==> config.mk <==
export PLATFORM = sky130hd
export DESIGN_NAME = dpl_pull_in_limit
export DESIGN_NICKNAME = d
export VERILOG_FILES = /design/src/logic/dpl_pull_in_limit.v
export VERILOG_INCLUDE_DIRS = /design/src /design/src/include
export SDC_FILE = /design/constraint.sdc
export NUM_CORES = 1
export LEC_CHECK = 0
export CORE_MARGIN = 3
export CORE_UTILIZATION = 60
export DETAILED_ROUTE_END_ITERATION = 16
export DONT_BUFFER_PORTS = 1
export PLACE_DENSITY_LB_ADDON = 0.2
export SYNTH_ARGS = -nofsm -noshare
export SYNTH_HDL_FRONTEND = slang
export SYNTH_SLANG_ARGS = --single-unit
==> constraint.sdc <==
create_clock -name sys_clk -period 6.24 [get_ports sys_clk]
set_input_delay 1.248 -clock sys_clk [delete_from_list [all_inputs] [get_ports sys_clk]]
set_output_delay 1.248 -clock sys_clk [all_outputs]
set_load 0.01 [all_outputs]
==> src/include/dpl_regs.vh <==
// register offsets, field positions and reset values for the pull-in limit bank
// Notes on behaviour
// - each of the two tracking loops follows source offset only up to the limit.
// - offset is judged against the device's own crystal oscillator.
// - a programmed oscillator calibration is folded into the offset automatically.
// - limit is 10-bit unsigned; high register bits 1:0 give bits 9:8.
// - the same limit bounds positive and negative offsets alike.
`ifndef DPL_REGS_VH
`define DPL_REGS_VH
`define DPL_ADDR_LIMIT_LOW  7'h41
`define DPL_ADDR_LIMIT_HIGH 7'h42
`define DPL_LIMIT_LOW_RESET  8'h00
`define DPL_LIMIT_HIGH_RESET 2'h0
`define DPL_LIMIT_WIDTH 10
`define DPL_HIGH_FIELD_MSB 1
`endif

==> src/logic/dpl_pull_in_limit.v <==
// pull-in limit register bank with symmetric clamp of both tracking loop offsets
`timescale 1ns/1ps
`include "dpl_regs.vh"
module dpl_pull_in_limit #(
    parameter OFS_WIDTH = 16
) (
    input  wire                        sys_clk,
    input  wire                        reset,
    input  wire [6:0]                  reg_addr,
    input  wire                        reg_write,
    input  wire [7:0]                  reg_wdata,
    output reg  [7:0]                  reg_rdata,
    input  wire signed [OFS_WIDTH-1:0] first_loop_raw_offset,
    input  wire signed [OFS_WIDTH-1:0] second_loop_raw_offset,
    input  wire signed [OFS_WIDTH-1:0] osc_calibration,
    output reg  [9:0]                  loop_pull_in_limit,
    output reg  signed [OFS_WIDTH-1:0] first_tracking_loop_offset,
    output reg  signed [OFS_WIDTH-1:0] second_tracking_loop_offset
);

    localparam LOOP_COUNT  = 2;
    localparam LIMIT_WIDTH = `DPL_LIMIT_WIDTH;
    localparam WIDE_WIDTH  = OFS_WIDTH + 2;

    // stored register bytes and their next values
    reg  [7:0]                   limit_low;
    reg  [1:0]                   limit_high;
    reg  [7:0]                   next_limit_low;
    reg  [1:0]                   next_limit_high;

    // read path
    reg  [7:0]                   next_rdata;

    // assembled limit and the clamp bounds derived from it
    wire [LIMIT_WIDTH-1:0]       limit_value;
    wire signed [WIDE_WIDTH-1:0] lim_pos;
    wire signed [WIDE_WIDTH-1:0] lim_neg;
    wire signed [WIDE_WIDTH-1:0] cal_wide;

    // per-loop offsets before and after the clamp
    wire signed [OFS_WIDTH-1:0]  raw_offset [0:LOOP_COUNT-1];
    wire signed [OFS_WIDTH-1:0]  next_offset [0:LOOP_COUNT-1];

    // ------------------------------------------------------------
    // address decoding, shared by the write and the read path
    // ------------------------------------------------------------

    function addr_is_low;
        input [6:0] addr;
        begin
            addr_is_low = (addr == `DPL_ADDR_LIMIT_LOW);
        end
    endfunction

    function addr_is_high;
        input [6:0] addr;
        begin
            addr_is_high = (addr == `DPL_ADDR_LIMIT_HIGH);
        end
    endfunction

    // ------------------------------------------------------------
    // arithmetic helpers
    // ------------------------------------------------------------

    // two guard bits so raw minus calibration never wraps
    function signed [WIDE_WIDTH-1:0] widen;
        input signed [OFS_WIDTH-1:0] value;
        begin
            widen = {{2{value[OFS_WIDTH-1]}}, value};
        end
    endfunction

    function signed [OFS_WIDTH-1:0] clamp;
        input signed [WIDE_WIDTH-1:0] rel;
        input signed [WIDE_WIDTH-1:0] hi;
        input signed [WIDE_WIDTH-1:0] lo;
        reg   signed [WIDE_WIDTH-1:0] kept;
        begin
            kept = rel;

            if (rel > hi) begin
                kept = hi;
            end else if (rel < lo) begin
                kept = lo;
            end

            // hi is under 1024, so lo..hi always fits the output width
            clamp = kept[OFS_WIDTH-1:0];
        end
    endfunction

    // ------------------------------------------------------------
    // register writes
    // ------------------------------------------------------------

    always @* begin
        next_limit_low  = limit_low;
        next_limit_high = limit_high;

        if (reg_write) begin
            if (addr_is_low(reg_addr)) begin
                next_limit_low = reg_wdata;
            end else if (addr_is_high(reg_addr)) begin
                next_limit_high = reg_wdata[`DPL_HIGH_FIELD_MSB:0];
            end
        end
    end

    always @(posedge sys_clk) begin
        if (reset) begin
            limit_low  <= `DPL_LIMIT_LOW_RESET;
            limit_high <= `DPL_LIMIT_HIGH_RESET;
        end else begin
            limit_low  <= next_limit_low;
            limit_high <= next_limit_high;
        end
    end

    // ------------------------------------------------------------
    // register reads
    // ------------------------------------------------------------

    // unmapped addresses read zero rather than aliasing a register
    always @* begin
        next_rdata = 8'h00;

        if (addr_is_low(reg_addr)) begin
            next_rdata = limit_low;
        end else if (addr_is_high(reg_addr)) begin
            next_rdata = {6'h00, limit_high};
        end
    end

    always @(posedge sys_clk) begin
        if (reset) begin
            reg_rdata <= 8'h00;
        end else begin
            reg_rdata <= next_rdata;
        end
    end

    // ------------------------------------------------------------
    // limit assembly
    // ------------------------------------------------------------

    assign limit_value = {limit_high, limit_low};

    always @(posedge sys_clk) begin
        if (reset) begin
            loop_pull_in_limit <= 10'h000;
        end else begin
            loop_pull_in_limit <= limit_value;
        end
    end

    // bounds follow the published limit, so the clamp never runs ahead of it
    assign lim_pos  = $signed({{(WIDE_WIDTH-LIMIT_WIDTH){1'b0}}, loop_pull_in_limit});
    assign lim_neg  = -lim_pos;

    // ------------------------------------------------------------
    // offset measurement and clamp, one copy per tracking loop
    // ------------------------------------------------------------

    // a zero calibration leaves the raw crystal-relative offset unchanged
    assign cal_wide = widen(osc_calibration);

    assign raw_offset[0] = first_loop_raw_offset;
    assign raw_offset[1] = second_loop_raw_offset;

    genvar loop_idx;

    generate
        for (loop_idx = 0; loop_idx < LOOP_COUNT; loop_idx = loop_idx + 1) begin : g_loop
            wire signed [WIDE_WIDTH-1:0] rel_offset;

            assign rel_offset = widen(raw_offset[loop_idx]) - cal_wide;

            assign next_offset[loop_idx] = clamp(rel_offset, lim_pos, lim_neg);
        end
    endgenerate

    // ------------------------------------------------------------
    // loop offset outputs
    // ------------------------------------------------------------

    always @(posedge sys_clk) begin
        if (reset) begin
            first_tracking_loop_offset <= {OFS_WIDTH{1'b0}};
        end else begin
            first_tracking_loop_offset <= next_offset[0];
        end
    end

    always @(posedge sys_clk) begin
        if (reset) begin
            second_tracking_loop_offset <= {OFS_WIDTH{1'b0}};
        end else begin
            second_tracking_loop_offset <= next_offset[1];
        end
    end

    // ------------------------------------------------------------
    // timing summary
    // ------------------------------------------------------------
    //
    // write edge       : byte stored
    // one edge later   : limit published on loop_pull_in_limit
    // two edges later  : loop offsets clamped with the new limit
    //
    // read data follows the address by one edge
    //
    // the clamp is combinational between the loop inputs and the
    // output flops, so a loop input change shows after one edge
    //

endmodule // dpl_pull_in_limit

==> key figures <==
Clock network
  • Buffer levels on the longest clock path: 2
  • Post-CTS setup buffers: 0
  • TritonCTS clock tree: built
  • Number of H-tree levels: 3
  • Root Buffer: sky130_fd_sc_hd__clkbuf_8
  • TritonCTS buffer count: 9
  • Number of gates resized after CTS: 0
  • Clock latency reported for the late side of the worst-skew pair: 340 ps
  • Number of sinks handled by clock tree synthesis: 60
  • Clock-pin slew of the registers on the worst-case setup and hold paths: 80 ps
  • Cts-stage hold buffer count: 0

Synth
  • Syn Std Cell Area: 5724 sq um
  • Sequential element share of the synthesized area: 20.98%
  • List of most frequent post-synthesis cells: sky130_fd_sc_hd__ha_1 (86), sky130_fd_sc_hd__dfxtp_1 (60), sky130_fd_sc_hd__inv_1 (50), sky130_fd_sc_hd__nor2_1 (49), sky130_fd_sc_hd__a21oi_1 (36)
  • Count leader, synth: sky130_fd_sc_hd__ha_1
  • YS warnings: 0
  • Synthesized area divided by synthesized cell count: 8.455 sq um
  • Number of enable-type register cells in the synthesized netlist: 0
  • Mapped Cells: 677
  • Synthesized flop and latch total: 60
  • Count of unique library cells instantiated by Yosys: 89
  • Ys flop type: sky130_fd_sc_hd__dfxtp_1
  • Number of nets in the synthesized netlist: 831
  • Share of flip-flops with an asynchronous set or reset after synthesis: 0%
  • Synth top area share: 20.98%
  • Cells taking the most area after synthesis: sky130_fd_sc_hd__dfxtp_1 (21%), sky130_fd_sc_hd__ha_1 (19%), sky130_fd_sc_hd__mux2i_1 (4.4%)
  • Most area-hungry cell type in the Yosys netlist: sky130_fd_sc_hd__dfxtp_1

Global route
  • Number of global-route vias before repair: 4,930
  • Maximum number of pins on one net before global-route repair: 52
  • GRT Overall Usage: 27.95%
  • Initial antenna violation count: 0
  • Global-route wire length before repair: 24,610 um
  • Total gr overflow: 0

Pwr
  • Portion of total power attributed to sequential cells: 31.6%
  • Final Power: 0.001353 W
  • Switching Share: 40.87%
  • Reported net switching power: 0.0005529 W
  • Portion of total power attributed to the clock network: 23.6%
  • Total power divided by cell area: 226.0 nW/um^2
  • Worst voltage drop across the vdd grid: 0.1409 mV
  • Cell Int Power: 0.0008000 W
  • Comb pwr share: 44.9%
  • Leakage power: 2.567 nW

Worst setup path
  • Critical-path cell list: inv_1, ha_1, fa_1, nand2b_1, a211oi_1, o21ai_1, a211o_1, a41oi_2, inv_2, ha_1, nand3_1, nor3_1, or4_1, a211oi_2, a21o_2, mux2i_1, o32ai_1
  • Number of cells traversed by the worst register-to-register path: 13
  • WP depth: 17
  • Worst r2r src: loop_pull_in_limit[1]
  • Cell type group with the largest total delay on the critical path: compound AO/OA/AOI/OAI gates
  • Required time worst endpoint: 6480 ps
  • Worst setup path endpoint: second_tracking_loop_offset[8]
  • Crit-path max FO: 21
  • Worst-case register-to-register setup slack: 1850 ps
  • Slowest cell on the critical path: sky130_fd_sc_hd__or4_1
  • Arrival time of data at the critical path endpoint: 5740 ps
  • Critical path launch point type: input pin
  • Type of destination of the critical path: flop
  • Total buffers and inverters traversed by the critical path: 2
  • Capture point of the worst reg-to-reg path: second_tracking_loop_offset[8]
  • Cell repeated most along the worst path: sky130_fd_sc_hd__ha_1
  • Classification of the worst setup path: input pin to flop
  • Worst setup path start: second_loop_raw_offset[0]
  • Slowest stage delay, CP: 530 ps

Routing
  • Wire length after detailed routing: 15,560 um
  • Detailed Route Iter0 Violations: 401
  • Detailed-router iteration count before antenna repair: 5
  • Routed vias/inst: 6.512
  • Detail-routed net length per standard cell: 19.25 um
  • Count of vias placed by the detailed router: 5,262
  • Post-route DRC: 0
  • Final ANT Viol Nets: 0

Placement
  • Total of buffers placed on input and output ports: 0
  • Detailed placer's ending HPWL: 12,660 um
  • Placed cell area: 5806 sq um
  • Final weighted congestion in routability-driven placement: 0.9035

STA
  • Final hold violation count: 0
  • Setup repair after global routing missed its margin: false
  • Slew at the pin closest to its max-slew limit: 905.4 ps
  • Post-route clock period utilization: 88.02%
  • Finish-stage setup viols: 0
  • Achievable frequency: 182.1 MHz
  • Final total negative setup slack: 0 ps
  • Worst Clk Skew: 7.967 ps
  • Final Max Tran Viols: 0
  • Shortest clock period the worst path allows after layout: 5492 ps
  • Max-slew headroom: 39.18%

Run
  • Maximum Capacitance Violations: 0

Layout
  • Fin area: 5987 sq um
  • Fill cell instance count of the final layout: 813
  • Layout cell share with drive strength beyond 1: 8.542%
  • Diode count: 0
  • Util after Layout: 64.79%
  • Syn-to-layout area delta: 4.590%
  • Layout net count: 828

Floorplan
  • Overall die width: 103.7 um
  • Rows: 35
  • I/O pins: 116
  • Vertical die dimension: 103.7 um
  • CORE AREA: 9240 sq um
  • Initial Utilization: 61.95%
  • Total Die Area: 10,750 sq um

Min path
  • Kind of path behind the tightest hold check: flop to flop

Status
  • Run status: completed
## flip-flops by register name, indices dropped and copies added, names as in the netlist
signal / count
second_tracking_loop_offset: 16
first_tracking_loop_offset: 16
limit_high: 2
reg_rdata: 8
limit_low: 8
loop_pull_in_limit: 10
## worst register-to-register path: stages, from the launching register on
cell	delay, ps
sky130_fd_sc_hd__dfxtp_1	360
sky130_fd_sc_hd__inv_1	200
sky130_fd_sc_hd__ha_1	330
sky130_fd_sc_hd__nand2_1	150
sky130_fd_sc_hd__nor3_1	720
sky130_fd_sc_hd__and3_1	380
sky130_fd_sc_hd__ha_1	300
sky130_fd_sc_hd__nand3_1	110
sky130_fd_sc_hd__nor3_1	60
sky130_fd_sc_hd__or4_1	530
sky130_fd_sc_hd__a211oi_2	250
sky130_fd_sc_hd__a21o_2	470
sky130_fd_sc_hd__mux2i_1	150
sky130_fd_sc_hd__o32ai_1	280
## layout by cell type (no fill, tap or decap), types with 4 or more instances in the layout
cell	n
sky130_fd_sc_hd__a21o_1	13
sky130_fd_sc_hd__nor3b_1	5
sky130_fd_sc_hd__nor2_1	49
sky130_fd_sc_hd__nand2b_1	12
sky130_fd_sc_hd__a211o_1	4
sky130_fd_sc_hd__a22o_1	6
sky130_fd_sc_hd__inv_1	50
sky130_fd_sc_hd__nor3_1	17
sky130_fd_sc_hd__a31oi_1	9
sky130_fd_sc_hd__and2_1	15
sky130_fd_sc_hd__o21ai_1	5
sky130_fd_sc_hd__dfxtp_1	60
sky130_fd_sc_hd__nor2b_1	19
sky130_fd_sc_hd__o21ai_0	19
sky130_fd_sc_hd__nand3_1	15
sky130_fd_sc_hd__nor4_1	5
sky130_fd_sc_hd__or2b_1	5
sky130_fd_sc_hd__o211a_1	5
sky130_fd_sc_hd__xnor2_1	21
sky130_fd_sc_hd__o32ai_1	10
sky130_fd_sc_hd__ha_1	86
sky130_fd_sc_hd__o21a_1	11
sky130_fd_sc_hd__a31o_2	4
sky130_fd_sc_hd__a21oi_1	36
sky130_fd_sc_hd__nand4_1	7
sky130_fd_sc_hd__o211ai_1	9
sky130_fd_sc_hd__a211oi_1	15
sky130_fd_sc_hd__nand2_1	33
sky130_fd_sc_hd__mux2i_1	25
sky130_fd_sc_hd__and3_1	11
sky130_fd_sc_hd__clkbuf_8	9
## area by class of cell
| cell class | instances | area [sq um] | area share, % |
|---|---|---|---|
| Clock inverter | 7 | 57.56 | 0.9613 |
| Tap cell | 129 | 161.4 | 2.696 |
| Timing Repair Buffer | 3 | 22.52 | 0.3762 |
| Clock buffer | 9 | 123.9 | 2.069 |
| Sequential cell | 60 | 1201 | 20.06 |
| Multi-Input combinational cell | 548 | 4225 | 70.57 |
| Inverter | 52 | 195.2 | 3.260 |
## worst min path at each step
stage               endpoint  slack (ps)  cells past startpoint           from
2_1_floorplan  limit_high[0]         430                      2  limit_high[0]
3_3_place_gp   limit_high[0]         430                      2  limit_high[0]
3_5_place_dp   limit_high[1]         440                      2  limit_high[1]
4_1_cts        limit_high[1]         450                      2  limit_high[1]
5_1_grt        limit_high[1]         470                      2  limit_high[1]
6_report       limit_high[1]         450                      2  limit_high[1]
## power groups by stage
stage               sequential (W)  combinational [W]  clock, W
finish                    0.000427           0.000607  0.000319
global route              0.000429           0.000667  0.000343
CTS                       0.000428           0.000594  0.000327
detailed placement        0.000437           0.000590         0
global placement          0.000437           0.000570         0
floorplan                 0.000432           0.000469         0
## cell families (layout without fill, tap and decap cells)
kind of cell    after synthesis  count (layout)  synth area share (%)
xor+xnor                     24              24                 3.803
flops                        60              60                 20.98
fa+ha+maj                    88              88                 19.50
simple gates                220             220                 21.05
compound gates              191             191                 25.03
mux                          25              25                 4.372
buf+inv                      69              71                 5.268
## through the flow
step                setup WS (ps)  instances  hold WS, ps
CTS                         845.6        808        448.5
global route                513.8        808        471.9
floorplan                    1213        677        431.8
finish                      747.6        808        448.1
global placement            724.2        792        433.9
detailed placement          514.1        792        437.3
## routing by layer
metal | GRT usage (%) | vias to the layer above | routed length (um)
met5 | 0 | - | 0
met4 | 8.167 | 0 | 378
met3 | 7.664 | 29 | 1184
met2 | 47.20 | 213 | 7490
met1 | 34.95 | 2495 | 6502
li1 | - | 2525 | -
(Power assumes the default switching activity.)
